File: src/verilog/rtc_sup_map.svh
// Register offsets, field positions, reset values and timing counts
`ifndef RTC_SUP_MAP_SVH
`define RTC_SUP_MAP_SVH
`define IDX_TRIM 8'h08
`define IDX_WDOG 8'h09
`define IDX_AUX 8'h0A
`define IDX_FLAGS 8'h0F
`define IDX_RATE 8'h13
`define IDX_STATUS 8'h14
// Byte address is four times the register index
`define OFS_TRIM (`IDX_TRIM << 2)
`define OFS_WDOG (`IDX_WDOG << 2)
`define OFS_AUX (`IDX_AUX << 2)
`define OFS_FLAGS (`IDX_FLAGS << 2)
`define OFS_RATE (`IDX_RATE << 2)
`define OFS_STATUS (`IDX_STATUS << 2)
`define TRIM_MAG_LSB 0
`define TRIM_SIGN_BIT 5
`define TRIM_FT_BIT 6
`define TRIM_OUT_BIT 7
`define WDOG_STEER_BIT 7
// Aux keeps bits 7:4 of its word: AFE, SQUARE_WAVE_ENABLE, ABE, oscillator halt
`define AUX_SQUARE_WAVE_ENABLE_BIT 2
`define AUX_ABE_BIT 1
`define AUX_AFE_BIT 3
`define AUX_HALT_BIT 0
`define FLAGS_WDF_BIT 7
`define TRIM_RESET 8'h80
`define AUX_RESET 4'h1
`define CLK_HZ 250000000
`define OSC_HZ 32768
`define REC_TIME_MS 100
`define MIN_RST_NS 200
`define MIN_RST_CYC ((`MIN_RST_NS * 250 + 999) / 1000)
`define REC_CYC ((`REC_TIME_MS * 250000))
`endif

File: src/verilog/rtc_sup_pkg.sv
// Types for the supervisor block
package rtc_sup_pkg;
    typedef enum logic [1:0] {
        res_sixteenth,
        res_quarter,
        res_one,
        res_four
    } timeout_resolution_t;
    typedef enum logic [1:0] {
        pwr_off,
        pwr_recover,
        pwr_run
    } pwr_state_t;
endpackage : rtc_sup_pkg

File: src/verilog/in_sync3.sv
// Three-stage input synchroniser with agreement filter
`timescale 1ns/10ps
module in_sync3 #(
    parameter logic RESET_VAL = 1'b0
) (
    input wire logic i_clk,
    input wire logic i_nrst,
    input wire logic i_async,
    output logic o_level
);
    typedef struct packed {
        logic [2:0] sh;
        logic lvl;
    } sync_state_t;
    sync_state_t st;
    sync_state_t next_st;

    always_comb begin
        next_st = st;
        next_st.sh = {st.sh[1:0], i_async};
        // Stage 0 only feeds stage 1
        if (st.sh[1] == st.sh[2]) begin
            next_st.lvl = st.sh[2];
        end
    end

    always_ff @(posedge i_clk) begin
        if (!i_nrst) begin
            st <= '{sh: {3{RESET_VAL}}, lvl: RESET_VAL};
        end else begin
            st <= next_st;
        end
    end
    assign o_level = st.lvl;
endmodule : in_sync3

File: src/verilog/rtc_supervisor.sv
// Watchdog, square wave, reset and power-fail supervisor with calibration
// What this block does
// - Timeout equals five-bit multiplier times resolution 1/16, 1/4, 1 or 4 s.
// - Unrestarted timeout sets watchdog flag and fires interrupt or reset.
// - Steering zero: timeout asserts the shared interrupt/test/level pin.
// - Steering one: timeout gives a low reset pulse of one recovery time.
// - Reset-steered timeout clears watchdog register, FT, AFE, ABE, SQUARE_WAVE_ENABLE.
// - Any kick input edge or watchdog register write restarts the count.
// - Writing 00h clears the interrupt and leaves the watchdog disabled.
// - Reading the flags register clears the watchdog flag in bit 7.
// - Power-up clears the watchdog register, watchdog starts disabled.
// - Watchdog interrupt outranks frequency test on the shared pin.
// - Shared pin follows output level only when watchdog, AFE, FT zero.
// - Rate field picks square wave: none, 32.768 kHz, then 8.192 kHz halving down to 1 Hz.
// - Square wave enable gates the square wave pin independent of rate.
// - Reset output low during supply fail and one recovery time after.
// - External reset low pulse acts like power cycle; short pulses ignored.
// - On power return power-fail output forced high for recovery time.
// - Trim register holds calibration magnitude bits 4-0 and sign bit 5.
// - Magnitude N modifies one second in each of first 2N of 64 minutes.
// - Correction blanks or splits pulses at the divide-by-256 stage.
// - Shared pin toggles 512 Hz under halt, FT, AFE, steering conditions.
// - Test frequency is taken ahead of the calibration correction.
// - Frequency-test bit clears on every power-down.
//
// Register access over APB was decided locally.
`timescale 1ns/10ps
`include "rtc_sup_map.svh"
module rtc_supervisor
    import rtc_sup_pkg::*;
#(
    parameter int REC_CYCLES = `REC_CYC,
    parameter int OSC_DIV = `CLK_HZ / `OSC_HZ
) (
    input wire logic i_clk,
    input wire logic i_nrst,
    input wire logic i_psel,
    input wire logic i_penable,
    input wire logic i_pwrite,
    input wire logic [7:0] i_paddr,
    input wire logic [31:0] i_pwdata,
    output logic [31:0] o_prdata,
    output logic o_pready,
    output logic o_pslverr,
    input wire logic i_supply_ok,
    input wire logic i_external_reset_input_n,
    input wire logic i_watchdog_kick_input,
    input wire logic i_power_fail_input_ok,
    input wire logic i_alarm_flag,
    output logic o_interrupt_test_level_pin_out,
    output logic o_interrupt_test_level_pin_oe_n,
    output logic o_reset_out_oe_n,
    output logic o_power_fail_output_n,
    output logic o_square_wave_pin,
    output logic o_second_tick
);
    localparam int MIN_RST = `MIN_RST_CYC;

    // Below 4 the half-rate square wave has no room; the divider holds 16 bits
    if (REC_CYCLES < 1 || OSC_DIV < 4 || OSC_DIV > 65536) begin : g_bad_param
        $error("rtc_supervisor: bad parameter");
    end

    typedef struct packed {
        logic [7:0] trim;
        logic [7:0] wdog;
        logic [3:0] aux;
        logic [3:0] rate;
        logic watchdog_flag;
        logic wd_irq;
        logic [31:0] prdata;
        logic pready;
        logic pslverr;
        logic [15:0] osc_div;
        logic [14:0] chain;
        logic [7:0] cal_cnt;
        logic [5:0] sec_in_min;
        logic [5:0] minute;
        logic [15:0] sec_cnt;
        logic split_pend;
        logic sec_tick;
        logic [11:0] wd_cnt;
        logic [16:0] wd_pre;
        logic kick_d;
        pwr_state_t pwr;
        logic [31:0] rec_cnt;
        logic [7:0] external_reset_input_cnt;
        logic rst_oe_n;
        logic pfo_n;
        logic pin_out;
        logic pin_oe_n;
        logic square_wave_pin;
    } sup_state_t;

    sup_state_t st;
    sup_state_t next_st;
    logic supply_s;
    logic external_reset_input_s;
    logic kick_s;
    logic pfi_s;

    in_sync3 #(.RESET_VAL(1'b0)) u_sync_sup (
        .i_clk(i_clk), .i_nrst(i_nrst), .i_async(i_supply_ok), .o_level(supply_s));
    in_sync3 #(.RESET_VAL(1'b1)) u_sync_external_reset_input (
        .i_clk(i_clk), .i_nrst(i_nrst), .i_async(i_external_reset_input_n),
        .o_level(external_reset_input_s));
    in_sync3 #(.RESET_VAL(1'b0)) u_sync_kick (
        .i_clk(i_clk), .i_nrst(i_nrst), .i_async(i_watchdog_kick_input), .o_level(kick_s));
    in_sync3 #(.RESET_VAL(1'b0)) u_sync_pfi (
        .i_clk(i_clk), .i_nrst(i_nrst), .i_async(i_power_fail_input_ok), .o_level(pfi_s));

    logic osc_tick;
    logic fire;
    logic wr_acc;
    logic rd_acc;
    logic down;
    logic [11:0] wd_limit;
    logic wd_tick;
    logic wd_irq_on;
    logic ft_on;
    logic cal_active;
    logic [4:0] mag;

    always_comb begin
        next_st = st;
        osc_tick = (st.osc_div == 16'(OSC_DIV - 1));
        wr_acc = i_psel && i_penable && i_pwrite;
        rd_acc = i_psel && i_penable && !i_pwrite;
        down = !supply_s || (st.external_reset_input_cnt >= 8'(MIN_RST) && !external_reset_input_s);
        mag = st.trim[`TRIM_MAG_LSB +: 5];
        fire = 1'b0;
        next_st.sec_tick = 1'b0;

        // 32768 Hz timebase from the system clock
        next_st.osc_div = osc_tick ? 16'h0000 : st.osc_div + 16'h0001;
        if (osc_tick) begin
            next_st.chain = st.chain + 15'h0001;
        end

        // Calibrated seconds: correction at the divide-by-256 stage
        cal_active = (st.minute < {mag, 1'b0}) && (st.sec_in_min == 6'h00);
        if (osc_tick) begin
            next_st.cal_cnt = st.cal_cnt + 8'h01;
            if (st.cal_cnt == 8'hFF) begin
                // Negative: one 256-stage pulse blanked; positive: one split in two
                if (cal_active && !st.trim[`TRIM_SIGN_BIT] && !st.split_pend
                    && st.sec_cnt == 16'h0000) begin
                    next_st.split_pend = 1'b1;
                end else begin
                    next_st.sec_cnt = st.sec_cnt + 16'h0001;
                end
            end else if (st.cal_cnt == 8'h7F && cal_active && st.trim[`TRIM_SIGN_BIT]
                         && st.sec_cnt == 16'h0000 && !st.split_pend) begin
                next_st.sec_cnt = st.sec_cnt + 16'h0001;
                next_st.split_pend = 1'b1;
            end
            if (st.sec_cnt == 16'h007F && st.cal_cnt == 8'hFF) begin
                next_st.sec_cnt = 16'h0000;
                next_st.split_pend = 1'b0;
                next_st.sec_tick = 1'b1;
                next_st.sec_in_min = (st.sec_in_min == 6'h3B) ? 6'h00 : st.sec_in_min + 6'h01;
                if (st.sec_in_min == 6'h3B) begin
                    next_st.minute = st.minute + 6'h01;
                end
            end
        end

        // Prescaler restarts with the count, so a restart always buys a full period
        wd_tick = 1'b0;
        if (osc_tick) begin
            next_st.wd_pre = st.wd_pre + 17'h00001;
        end
        unique case (timeout_resolution_t'(st.wdog[1:0]))
            res_sixteenth: wd_tick = osc_tick && st.wd_pre[10:0] == 11'h7FF;
            res_quarter: wd_tick = osc_tick && st.wd_pre[12:0] == 13'h1FFF;
            res_one: wd_tick = osc_tick && st.wd_pre[14:0] == 15'h7FFF;
            res_four: wd_tick = osc_tick && st.wd_pre == 17'h1FFFF;
        endcase
        wd_limit = {7'h00, st.wdog[6:2]};
        next_st.kick_d = kick_s;
        if (st.wdog[6:2] != 5'h00 && !st.wd_irq) begin
            if (wd_tick) begin
                next_st.wd_cnt = st.wd_cnt + 12'h001;
            end
            if (wd_tick && st.wd_cnt + 12'h001 >= wd_limit) begin
                fire = 1'b1;
                next_st.wd_cnt = 12'h000;
            end
        end
        if (kick_s != st.kick_d) begin
            next_st.wd_cnt = 12'h000;
            next_st.wd_pre = 17'h00000;
        end
        if (fire) begin
            next_st.watchdog_flag = 1'b1;
            if (st.wdog[`WDOG_STEER_BIT]) begin
                next_st.wdog = 8'h00;
                next_st.trim[`TRIM_FT_BIT] = 1'b0;
                next_st.aux[`AUX_AFE_BIT] = 1'b0;
                next_st.aux[`AUX_ABE_BIT] = 1'b0;
                next_st.aux[`AUX_SQUARE_WAVE_ENABLE_BIT] = 1'b0;
                next_st.pwr = pwr_recover;
                next_st.rec_cnt = 32'h0;
            end else begin
                next_st.wd_irq = 1'b1;
            end
        end

        // APB slave: zero wait states
        next_st.pready = 1'b0;
        next_st.pslverr = 1'b0;
        if (i_psel && !i_penable) begin
            next_st.pready = 1'b1;
            // Error rides with pready so the master takes both at one edge
            next_st.pslverr = !(i_paddr inside {`OFS_TRIM, `OFS_WDOG, `OFS_AUX,
                `OFS_FLAGS, `OFS_RATE, `OFS_STATUS});
        end
        if (wr_acc && st.pready) begin
            unique case (i_paddr)
                `OFS_TRIM: next_st.trim = i_pwdata[7:0];
                `OFS_WDOG: begin
                    next_st.wdog = i_pwdata[7:0];
                    next_st.wd_cnt = 12'h000;
                    next_st.wd_pre = 17'h00000;
                    next_st.wd_irq = 1'b0;
                end
                `OFS_AUX: next_st.aux = i_pwdata[7:4];
                `OFS_RATE: next_st.rate = i_pwdata[7:4];
                `OFS_FLAGS, `OFS_STATUS: ;
                default: ;
            endcase
        end
        if (i_psel && !i_penable && !i_pwrite) begin
            unique case (i_paddr)
                `OFS_TRIM: next_st.prdata = {24'h0, st.trim};
                `OFS_WDOG: next_st.prdata = {24'h0, st.wdog};
                `OFS_AUX: next_st.prdata = {24'h0, st.aux, 4'h0};
                `OFS_FLAGS: next_st.prdata = {24'h0, st.watchdog_flag, i_alarm_flag, 6'h00};
                `OFS_RATE: next_st.prdata = {24'h0, st.rate, 4'h0};
                `OFS_STATUS: next_st.prdata = {26'h0, st.minute};
                default: next_st.prdata = 32'h0;
            endcase
        end
        if (rd_acc && st.pready && i_paddr == `OFS_FLAGS && !fire) begin
            next_st.watchdog_flag = 1'b0;
        end

        // External reset filter: short lows never qualify
        if (!external_reset_input_s) begin
            if (st.external_reset_input_cnt < 8'(MIN_RST)) begin
                next_st.external_reset_input_cnt = st.external_reset_input_cnt + 8'h01;
            end
        end else begin
            next_st.external_reset_input_cnt = 8'h00;
        end

        // Power sequencing
        unique case (st.pwr)
            pwr_off: begin
                next_st.rst_oe_n = 1'b0;
                next_st.pfo_n = 1'b0;
                if (!down) begin
                    next_st.pwr = pwr_recover;
                    next_st.rec_cnt = 32'h0;
                end
            end
            pwr_recover: begin
                next_st.rst_oe_n = 1'b0;
                next_st.pfo_n = 1'b1;
                next_st.rec_cnt = st.rec_cnt + 32'h1;
                if (st.rec_cnt == 32'(REC_CYCLES - 1)) begin
                    next_st.pwr = pwr_run;
                end
            end
            pwr_run: begin
                next_st.rst_oe_n = 1'b1;
                next_st.pfo_n = pfi_s;
            end
        endcase
        if (down) begin
            next_st.pwr = pwr_off;
            next_st.rst_oe_n = 1'b0;
            next_st.pfo_n = 1'b0;
            next_st.trim[`TRIM_FT_BIT] = 1'b0;
            next_st.wdog = 8'h00;
            next_st.wd_irq = 1'b0;
            next_st.wd_cnt = 12'h000;
            next_st.wd_pre = 17'h00000;
            next_st.aux[`AUX_AFE_BIT] = 1'b0;
            next_st.aux[`AUX_ABE_BIT] = 1'b0;
            next_st.aux[`AUX_SQUARE_WAVE_ENABLE_BIT] = 1'b0;
        end

        // Shared pin priority: watchdog, alarm, frequency test, level
        wd_irq_on = st.wd_irq && !st.wdog[`WDOG_STEER_BIT];
        ft_on = st.trim[`TRIM_FT_BIT] && !st.aux[`AUX_HALT_BIT] && !st.aux[`AUX_AFE_BIT]
                && (st.wdog[`WDOG_STEER_BIT] || st.wdog == 8'h00);
        if (wd_irq_on) begin
            next_st.pin_oe_n = 1'b0;
        end else if (st.aux[`AUX_AFE_BIT]) begin
            next_st.pin_oe_n = !i_alarm_flag;
        end else if (ft_on) begin
            next_st.pin_oe_n = st.chain[5];
        end else if (st.wdog == 8'h00 && !st.trim[`TRIM_FT_BIT]) begin
            next_st.pin_oe_n = st.trim[`TRIM_OUT_BIT];
        end else begin
            next_st.pin_oe_n = 1'b1;
        end
        next_st.pin_out = 1'b0;

        // Square wave from the uncorrected chain
        if (st.rate == 4'h1) begin
            next_st.square_wave_pin = st.osc_div < 16'(OSC_DIV / 2);
        end else if (st.rate == 4'h0) begin
            next_st.square_wave_pin = 1'b0;
        end else begin
            next_st.square_wave_pin = st.chain[st.rate - 4'h1];
        end
        if (!st.aux[`AUX_SQUARE_WAVE_ENABLE_BIT]) begin
            next_st.square_wave_pin = 1'b0;
        end
    end

    always_ff @(posedge i_clk) begin
        if (!i_nrst) begin
            st <= '0;
            st.trim <= `TRIM_RESET;
            st.aux <= `AUX_RESET;
            st.pwr <= pwr_off;
            st.rst_oe_n <= 1'b0;
            st.pin_oe_n <= 1'b1;
        end else begin
            st <= next_st;
        end
    end

    assign o_prdata = st.prdata;
    assign o_pready = st.pready;
    assign o_pslverr = st.pslverr;
    assign o_interrupt_test_level_pin_out = st.pin_out;
    assign o_interrupt_test_level_pin_oe_n = st.pin_oe_n;
    assign o_reset_out_oe_n = st.rst_oe_n;
    assign o_power_fail_output_n = st.pfo_n;
    assign o_square_wave_pin = st.square_wave_pin;
    assign o_second_tick = st.sec_tick;
endmodule : rtc_supervisor
File: config.mk
export PLATFORM = sky130hd
export DESIGN_NAME = rtc_supervisor
export DESIGN_NICKNAME = d
export VERILOG_FILES = /design/src/verilog/rtc_sup_pkg.sv /design/src/verilog/in_sync3.sv /design/src/verilog/rtc_supervisor.sv
export VERILOG_INCLUDE_DIRS = /design/src /design/src/verilog
export SDC_FILE = /design/constraint.sdc
export NUM_CORES = 1
export LEC_CHECK = 0
export ABC_AREA = 1
export BUFFER_PORTS_ARGS = -buffer_cell sky130_fd_sc_hd__buf_2
export CAP_MARGIN = 20
export CORE_MARGIN = 4
export CORE_UTILIZATION = 50
export DETAILED_ROUTE_END_ITERATION = 6
export PLACE_DENSITY_LB_ADDON = 0.15
export SYNTH_ARGS = -nofsm -noshare
export SYNTH_HDL_FRONTEND = slang
export SYNTH_SLANG_ARGS = --single-unit
File: constraint.sdc
create_clock -name i_clk -period 2.1 [get_ports i_clk]
set_input_delay 0.21 -clock i_clk [delete_from_list [all_inputs] [get_ports i_clk]]
set_output_delay 0.21 -clock i_clk [all_outputs]
set_load 0.05 [all_outputs]
# Yosys cells after proc, flatten, opt, wreduce, memory -nomap -nowiden
# Index checks and enable logic that the tools add are counted.
dict set report totals {
  regBits 222
  inputBits 50
  output_inout_bits 40
  elab_cells 200
}
dict set report classes {
  add_sub_neg 11
  n_lt_le_gt_ge 6
  eq_ne 29
  mux 46
  bitwise_logic 1
  reduce_logical 69
}
# op n
set op_table {}
lappend op_table {{34-bit two-way mux} 3}
lappend op_table {{29-bit two-way mux} 3}
lappend op_table {{34-bit case mux with 2 select lines} 1}
lappend op_table {{17-bit two-way mux} 3}
lappend op_table {{8-bit case mux with 6 select lines} 1}
lappend op_table {{12-bit two-way mux} 3}
lappend op_table {{16-bit by 1-bit adder with 16-bit output (second input constant)} 2}
lappend op_table {{32-bit by 1-bit adder with 32-bit output (second input constant)} 1}
lappend op_table {{32-bit by 25-bit == test with 1-bit output (second input constant)} 1}
lappend op_table {{8-bit by 6-bit == test with 1-bit output (second input constant)} 4}
lappend op_table {{1-bit logical AND} 30}
lappend op_table {{30-bit two-way mux} 1}
lappend op_table {{8-bit by 7-bit == test with 1-bit output (second input constant)} 3}
lappend op_table {{23-bit two-way mux} 1}
lappend op_table {{17-bit by 1-bit adder with 17-bit output (second input constant)} 1}
lappend op_table {{17-bit == test (second input constant)} 1}
lappend op_table {{8-bit by 1-bit adder with 8-bit output (second input constant)} 2}
lappend op_table {{16-bit by 13-bit == test with 1-bit output (second input constant)} 1}
lappend op_table {{16-bit by 7-bit == test with 1-bit output (second input constant)} 1}
lappend op_table {{16-bit zero test} 1}
lappend op_table {{16-bit by 12-bit < comparator with 1-bit output (second input constant)} 1}
lappend op_table {{1-bit two-way mux} 16}
lappend op_table {{16-bit two-way mux} 1}
lappend op_table {{15-bit by 1-bit adder with 15-bit output (second input constant)} 1}
lappend op_table {{other kinds (43)} 79}

# Logic depth before layout (Yosys ltp)
# Gate-level depths: netlist of the first run.
dict set report depth {
  word_depth 9
  mapped_depth 15
  depth_no_buf 14
}

# Modules after synthesis
# Synthesis of the first run repeated with hierarchy kept, for this count alone.
dict set report hier_totals {
  hier_cells 1556
  area_unflattened_um2 10859.2
}
# module n_inst cells_each area_per_inst_um2 seq_area_each_um2
set by_module_without_submodules {}
lappend by_module_without_submodules {rtc_supervisor 1 1500 10376.2 3623.5}
lappend by_module_without_submodules {{in_sync3 (u_sync_kick ...)} 3 13 116.4 80.1}
lappend by_module_without_submodules {{in_sync3 (u_sync_external_reset_input)} 1 17 133.9 80.1}

# Least setup slack after synthesis of the first run
# No wires, ideal clock.
dict set report synth_path {
  kind {reg2reg}
  start {register st[48] in the netlist's numbering}
  end {register st[65] in the netlist's numbering}
  setup_time_ns 0.066
  t_arrival_ns 1.930
  required_ns 2.034
  path_slack_ns 0.104
  path_stages_with_launch 16
  n_path_buf 1
  synth_period_minus_slack_ns 1.996
  path_cell_list {dfxtp_1 ha_1 inv_1 nor2_2 nand2_1 nor2_2 and3_1 ha_1 a21oi_1 nand2_1 nand2_2 nor2_4 buf_6 inv_4 or2_0 a21oi_2}
}
dict set report synth_between {
  elab_chain_cells 9
  word_cells_on_any_way 16
  cone_classes {eq/ne (4); mux (7); reduce/logical (5)}
}
# item line
set synth_rtl {}
lappend synth_rtl {{start, declared} rtc_supervisor.sv:95} ;# sup_state_t st;
lappend synth_rtl {{start signal, assigned} rtc_supervisor.sv:333} ;# st <= next_st;
lappend synth_rtl {{17-bit == test (tied with other cells)} rtc_supervisor.sv:177} ;# res_four: wd_tick = osc_tick && st.wd_pre == 17'h1FFFF;
lappend synth_rtl {{1-bit logical AND, on equally long branches} -}
lappend synth_rtl {{1-bit case mux with 4 select lines *} rtc_supervisor.sv:173} ;# unique case (timeout_resolution_t'(st.wdog[1:0]))
lappend synth_rtl {{12-bit two-way mux / 1-bit logical AND (equally long branches)} {rtc_supervisor.sv:182, rtc_supervisor.sv:185}}
lappend synth_rtl {{12-bit two-way mux *} rtc_supervisor.sv:185} ;# if (wd_tick && st.wd_cnt + 12'h001 >= wd_limit) begin
lappend synth_rtl {{12-bit two-way mux *} rtc_supervisor.sv:181} ;# if (st.wdog[6:2] != 5'h00 && !st.wd_irq) begin
lappend synth_rtl {{29-bit two-way mux *} rtc_supervisor.sv:190} ;# if (kick_s != st.kick_d) begin
lappend synth_rtl {{29-bit two-way mux} rtc_supervisor.sv:219} ;# unique case (i_paddr)
lappend synth_rtl {{29-bit two-way mux *} rtc_supervisor.sv:218} ;# if (wr_acc && st.pready) begin
# Mark *: on every way between the ends. The rest lies on a longest branch, timed or not.
# A chain may end at the register's enable or synchronous reset.

# Final worst setup path of the first run
dict set report layout_path {
  start {register st[49] in the netlist's numbering}
  end {register st[21] in the netlist's numbering}
}
dict set report layout_between {
  elab_chain_cells 9
  word_cells_on_any_way 15
  cone_classes {eq/ne (4); mux (6); reduce/logical (5)}
}
# item line
set layout_rtl {}
lappend layout_rtl {{17-bit == test (tied with other cells)} rtc_supervisor.sv:177}
lappend layout_rtl {{1-bit logical AND, on equally long branches} -}
lappend layout_rtl {{1-bit case mux with 4 select lines *} rtc_supervisor.sv:173}
lappend layout_rtl {{1-bit logical AND *} rtc_supervisor.sv:185}
lappend layout_rtl {{1-bit two-way mux *} rtc_supervisor.sv:185}
lappend layout_rtl {{1-bit two-way mux *} rtc_supervisor.sv:181}
lappend layout_rtl {{34-bit two-way mux *} rtc_supervisor.sv:194} ;# if (fire) begin
lappend layout_rtl {{34-bit two-way mux} rtc_supervisor.sv:262} ;# if (!down) begin
lappend layout_rtl {{34-bit case mux with 2 select lines *} rtc_supervisor.sv:258} ;# unique case (st.pwr)
# Marks and branches as above.

==> results.md, run 1 <==
* Setup CP Type: reg -> reg
* Core region area at 21200 um2
* Vias in the first global route at 9335
* Max clock buf depth at 2
* Final setup margin at -66.7 ps
* DRT Wirelength at 26900 um
* Synthesized area at 10800 um2
* Worst VDD drop at 0.437 mV
* CTS clk-pin slew, worst paths at 70 ps
* CP max-delay cell: dfxtp_2
* Drt pass-1 iters at 7
* Hold path start: i_pwdata[1]
* Largest area contributor in the netlist: dfxtp_1
* Final setup violation count at 50
* Die height at 155 um
* Final nets at 1720
* CTS Buf Count at 17
* Most Frequent Cell on Critical Path: nor2_4
* Area delta synth->final at 17.8%
* CP max stage delay at 360 ps
* Vias per cell at 5.29
* Critical path cell sequence: ha_4 -> inv_4 -> nor2_4 -> nand2_2 -> nor2_4 -> and3_4 -> ha_4 -> a21oi_2 -> nand2_1 -> nand2_2 -> nor2_4 -> nand3_4 -> buf_12 -> nand3_1 -> a21oi_2
* Input/output buffers at 40
* Pwr Density at 567 nW/um2
* Synth top area share at 36.4%
* Total chip power at 0.00724 W
* RSZ-0062 raised after global routing: true
* Worst Setup SP: st[49]$_SDFF_PP0_
* Synth Register Bits at 197
* Avg Cell Area, Syn at 7.01 um2
* HP Class: in -> reg
* Sequential share of the synthesized area at 36.4%
* Root buffer cell: clkbuf_16
* Max Cap Viol at 0
* Yosys Warn Count at 0
* Post-synth EDFFs at 0
* Top-count cell post-synth: nand2_1
* Outcome: finished, violations left
* Starting DRT DRC Count at 821
* Worst Setup End Kind: register
* H-tree depth at 4
* Post-DP HPWL at 19200 um
* Post-synth cell types at 55
* Synth top area cells: dfxtp_1, nand2_1, inv_1
* Worst slew margin at 55.8%
* Routed via count at 10200
* Clock Latency Late Sink at 440 ps
* Die area at 24100 um2
* Period Utilization, post-route at 103%
* Layout cell share with drive strength beyond 1 at 18.6%
* Worst Tran Pin Value at 663 ps
* Crit start category: register
* Fin. max-slew vios at 0
* Largest net degree at the start of global routing at 31
* Synth cell count leaders: nand2_1, dfxtp_1, inv_1, a21oi_1, nand3_1
* Reg2reg path depth at 15
* RePlAce Congestion at 0.907
* Final Skew at 10.6 ps
* Tmin final at 2170 ps
* Fin util at 60.3%
* Grt ovf at 0
* Reg2reg end: st[21]$_SDFF_PN0_
* Cells after synthesis at 1546
* # DRC at 0
* Antenna-violating nets left at 0
* Global-route wire length before repair at 44200 um
* Initial Util at 51.2%
* Crit path max-delay family: simple AND/OR/NAND/NOR gates
* Main synth FF type: dfxtp_1
* Hold Path Depth at 3
* GR Util All Layers at 21.7%
* Placed cell areas at 11500 um2
* Maximum fanout along the worst path at 9
* CTS tree: yes
* Worst EP arrival at 2480 ps
* Wire length per cell at 14.0 um
* Antenna diodes at 0
* CP Data Required Time at 2420 ps
* Finished Cell Area at 12800 um2
* Antenna violations before repair at 0
* Final hold violations at 0
* Worst R2R Setup Slack at -70 ps
* Rows at 53
* Hold Path Sink: st[191]$_SDFF_PP0_
* R2r startpoint: st[49]$_SDFF_PP0_
* Achievable Freq at 462 MHz
* CTS Sinks at 197
* Failing checks: setup timing
* Buf/Inv on CP at 2
* Asr flop ratio synth at 0%
* Leakage at 4.76 nW
* Die width at 155 um
* # IOs at 90
[flip-flops by register name (all words and copies together), names as in the netlist, 2 cells and up]
register                             cells
u_sync_pfi.next_st                       2
u_sync_external_reset_input.next_st      2
u_sync_kick.next_st                      2
st                                     161
mag                                      5
o_prdata                                 8
u_sync_sup.next_st                       2
[routing by layer]
metal	GRT usage, %	up-vias	part of all wire (%)
li1	-	5260	-
met1	29.8	4686	48
met2	36.0	218	47
met3	3.20	34	4.1
met4	5.63	0	1.3
met5	0	-	0
[worst max path at each step]
stage                              end  depth (start not counted)
floorplan            st[65]$_SDFF_PP0_                         15
global placement     st[18]$_SDFF_PN0_                         14
detailed placement   st[18]$_SDFF_PN0_                         14
CTS                 st[196]$_SDFF_PP0_                         15
global route         st[25]$_SDFF_PN0_                         15
finish               st[21]$_SDFF_PN0_                         15
[cell families (layout without fill, tap and decap cells)]
family                     count (synthesis)  count (layout)  synth area share, %
and+or+nand+nor                          745             747                 32.7
buffers and inverters                    273             353                 11.2
AOI/OAI and AO/OA                        258             258                 12.7
DFF                                      197             197                 36.4
xor gates and xnor gates                  41              41                 3.31
adders and majority gates                 31              31                 3.58
other                                      1              25               0.0346
[stage by stage]
step           setup slack [ps]  instances  TNS [ps]  hold slack [ps]
4_1_cts                   -55.0       1920     -1370             45.8
3_5_place_dp              -42.8       1877      -590              399
2_1_floorplan               104       1570         0              297
5_1_grt                    -156       1927     -6610             39.0
3_3_place_gp               3.12       1877         0              398
6_report                  -66.7       1927     -1900             45.0
[tightest hold or removal path, cell delays in order]
cell     delay, ps
buf_2          120
nand2_1         60
a21oi_1         50
[cells in the final DEF, fill, tap and decap left out, types with 4 or more instances in the layout]
cell / n
nand2_1: 317
dfxtp_1: 193
inv_1: 186
nor2_1: 105
a21oi_1: 105
nand3_1: 96
o21ai_0: 85
buf_4: 65
nand4_1: 53
nor3_1: 44
buf_2: 40
a21oi_2: 38
nand3_2: 28
ha_1: 28
xor2_1: 26
conb_1: 25
clkbuf_16: 19
nor4_1: 16
nor2_2: 14
nand2_2: 14
xnor2_1: 14
nor2_4: 12
nor3b_1: 11
or2_2: 10
inv_2: 8
nand3_4: 7
inv_8: 6
o22ai_1: 5
dlygate4sd3_1: 5
o21bai_1: 4
dfxtp_2: 4
[cell type report]
cell class	instances	area, um2
Sequential cell	197	3950
Timing Repair Buffer	120	925
Tap cell	275	344
Clock buffer	18	429
Multi-Input combinational cell	1102	6210
Fill cell	1920	8390
Inverter	201	764
Clock inverter	14	140
[repair_timing]
item | 4_1_cts | 5_1_grt
cloned | 2 | 3
pin swaps | 7 | 25
endpoints found under the hold margin | 5 | 0
setup buffers | 5 | 4
setup endpoints to repair | 50 | 94
resized for setup | 12 | 100
hold buffers | 5 | 0
[power breakdown]
part | switching (W) | internal (W)
Clock | 0.00163 | 0.00159
Sequential | 0.00000708 | 0.00375
Combinational | 0.000217 | 0.0000612
No activity file was read; power rests on OpenSTA's default activity.
==> inputs of run 2 (changes only) <==
- SKIP_LAST_GASP: default -> 1
- clock period: 2.1 -> 2.35 ns (I/O delays scaled with it)
==> run 2 against run 1 <==
  * The flow now finishes without violations
  * Sequential power fell by 10%
  * Via count fell by 1.6%
  * Total power fell by 7.9%
  * Clock skew rose by 3.5 ps
  * Critical path type unchanged
  * Highest routed layer unchanged
  * Non-clock buffer count fell by 29
  * Largest power group unchanged
  * Die area did not move
==> results.md, run 2 (same netlist as run 1, synthesis figures left out) <==
* Leading cell types in the layout, fill and taps excluded: nand2_1, dfxtp_1, inv_1
* CTS Sinks at 197 (unchanged)
* H-tree depth at 4 (unchanged)
* Achievable Freq at 444 MHz (-3.9%)
* GR Util All Layers at 21.3% (-0.42 points)
* Antenna violations before repair at 0 (unchanged)
* Starting DRT DRC Count at 760 (-7.4%)
* Finished Cell Area at 12200 um2 (-4.8%)
* DRT Wirelength at 26200 um (-2.8%)
* Final setup violation count at 0 (-100%)
* CTS Buf Count at 17 (unchanged)
* Tmin final at 2250 ps (+87.9 ps)
* Crit path max-delay family: simple AND/OR/NAND/NOR gates
* Share of power burned in registers at 50.3% (-1.5 points)
* R2r startpoint: st[48]$_SDFF_PP0_
* Setup TNS at 0 ps (+1900 ps)
* Worst Setup End Kind: register
* Antenna diodes at 0 (unchanged)
* Critical path depth at 15 (unchanged)
* Vias in the first global route at 8987 (-3.7%)
* Worst Tran Pin Value at 692 ps (+28.2 ps)
* Die width at 155 um (unchanged)
* Die height at 155 um (unchanged)
* Placed cell areas at 11300 um2 (-1.9%)
* Final Skew at 14.1 ps (+3.50 ps)
* Antenna-violating nets left at 0 (unchanged)
* Period Utilization, post-route at 95.9% (-7.2 points)
* Worst slew margin at 53.5% (-2.3 points)
* CTS tree: yes
* Clock Latency Late Sink at 440 ps (about the same)
* Post-DP HPWL at 18700 um (-2.1%)
* Vias per cell at 5.29 (about the same)
* Routed via count at 10000 (-1.6%)
* Pwr Density at 549 nW/um2 (-3.3%)
* Crit start category: register
* Die area at 24100 um2 (unchanged)
* Clock power frac at 46.1% (+1.8 points)
* # IOs at 90 (unchanged)
* Reg2reg path depth at 15 (unchanged)
* Core region area at 21200 um2 (unchanged)
* Max clock buf depth at 2 (unchanged)
* HP Class: in -> reg
* Worst EP arrival at 2550 ps (+70 ps)
* CP max stage delay at 360 ps (about the same)
* Most common cell after layout, fill and taps aside: nand2_1
* Drt pass-1 iters at 5 (-2)
* CP max-delay cell: dfxtp_2
* Wire length per cell at 13.8 um (-1.2%)
* CTS clk-pin slew, worst paths at 70 ps (about the same)
* Worst VDD drop at 0.492 mV (+13%)
* Largest net degree at the start of global routing at 41 (+32%)
* CP Data Required Time at 2650 ps (+230 ps)
* Final hold violations at 0 (unchanged)
* Grt ovf at 0 (unchanged)
* Input/output buffers at 40 (unchanged)
* RePlAce Congestion at 0.879 (-3.1%)
* # fillers at 1998 (+4.1%)
* Sw Pwr at 0.00164 W (-11%)
* Max FFs per register at 161 (unchanged)
* Worst hold slack at 68.3 ps (+23.3 ps)
* Setup crit end: st[189]$_SDFF_PP0_
* # DRC at 0 (unchanged)
* Setup CP Type: reg -> reg
* Maximum fanout along the worst path at 8 (-1)
* Outcome: complete, no violations
* Area delta synth->final at 12.2%
* Comb pwr share at 3.5% (-0.3 points)
* Initial Util at 51.2% (unchanged)
* Reg2reg end: st[189]$_SDFF_PP0_
* Largest Register: st
* Worst Setup SP: st[48]$_SDFF_PP0_
* Critical path cell sequence: ha_4 -> inv_2 -> nor2_4 -> nand2_2 -> nor2_2 -> and3_1 -> ha_2 -> a21oi_1 -> nand2_1 -> nand2_4 -> nor2_4 -> nand3_4 -> clkbuf_16 -> nand3_1 -> a21oi_1
* Rows at 53 (unchanged)
* Worst R2R Setup Slack at 100 ps (+160 ps)
* Global-route wire length before repair at 43200 um (-2.3%)
* Root buffer cell: clkbuf_16
* Buf/Inv on CP at 2 (unchanged)
* Max Cap Viol at 0 (unchanged)
* Leakage at 4.59 nW (-3.6%)
* Final nets at 1690 (-1.7%)
* P_int at 0.00503 W (-6.8%)
* Switching Fraction at 24.6% (-0.93 points)
* Layout cell share with drive strength beyond 1 at 12.7% (-5.9 points)
* Fin. max-slew vios at 0 (unchanged)
## run 2: changes by cell type in the layout (fill, tap and decap cells not counted), moves of 4 or more
cell	before	now
inv_6	2	6
a21oi_2	38	5
buf_4	65	42
nand3_2	28	2
a21oi_1	105	138
nand2_1	317	322
nand2_2	14	10
nand3_1	96	123
## run 2: how the worst min path moves through the flow
stage	start	slack (ps)	endpoint	cells past startpoint
final	i_pwdata[4]	70	st[186]$_SDFFE_PN1P_	3
after global routing	i_psel	60	o_pready$_SDFF_PN0_	3
after CTS	i_psel	50	o_pready$_SDFF_PN0_	3
after detailed placement	u_sync_kick.next_st[2]$_SDFF_PN0_	400	u_sync_kick.next_st[3]$_SDFF_PN0_	2
after global placement	u_sync_kick.next_st[2]$_SDFF_PN0_	400	u_sync_kick.next_st[3]$_SDFF_PN0_	2
after floorplan	i_penable	320	o_pready$_SDFF_PN0_	1
## run 2: tightest hold or removal path: stages
cell     delay (ps)
buf_2           120
nand2_1          60
nand3_1          50
## run 2: power by group through the flow
stage	combinational [W]	sequential [W]	clock, W
after CTS	0.000233	0.00336	0.00314
after detailed placement	0.000226	0.00344	0
after global placement	0.000225	0.00344	0
final	0.000235	0.00336	0.00308
after floorplan	0.000189	0.00344	0
after global routing	0.000253	0.00336	0.00327
## run 2: cell type report
| class | instances | area [um2] | share of cell area, % |
|---|---|---|---|
| clock inverters | 14 | 183 | 1.50 |
| well taps | 275 | 344 | 2.83 |
| flip-flops and latches | 197 | 3950 | 32.5 |
| clock buffers | 18 | 429 | 3.53 |
| multi-input cells | 1101 | 5830 | 48.0 |
| inverters | 201 | 758 | 6.24 |
| repair buffers | 91 | 656 | 5.39 |
## run 2: stage by stage
stage | utilization [%] | setup slack [ps] | instances | power [W]
3_5_place_dp | 53.4 | 1.14 | 1848 | 0.00366
3_3_place_gp | 53.4 | 22.6 | 1848 | 0.00366
4_1_cts | 56.6 | 28.3 | 1885 | 0.00673
5_1_grt | 57.5 | -11.7 | 1897 | 0.00688
6_report | 57.5 | 95.4 | 1897 | 0.00667
2_1_floorplan | - | 354 | 1570 | 0.00363
## run 2: what timing repair did
action / CTS / global route
cloned: 0 / 3
hold buffers: 5 / 0
hold endpoints to repair: 5 / 0
setup buffers: 0 / 9
setup endpoints to repair: 6 / 44
resized for setup: 1 / 20
pin swaps: 0 / 10
## run 2: per-layer routing
metal	up-vias	track usage (%)	routed length (um)
met5	-	0	0
met4	0	5.42	291
met3	21	3.34	1250
met2	236	34.8	11900
met1	4590	29.6	12700
li1	5184	-	-
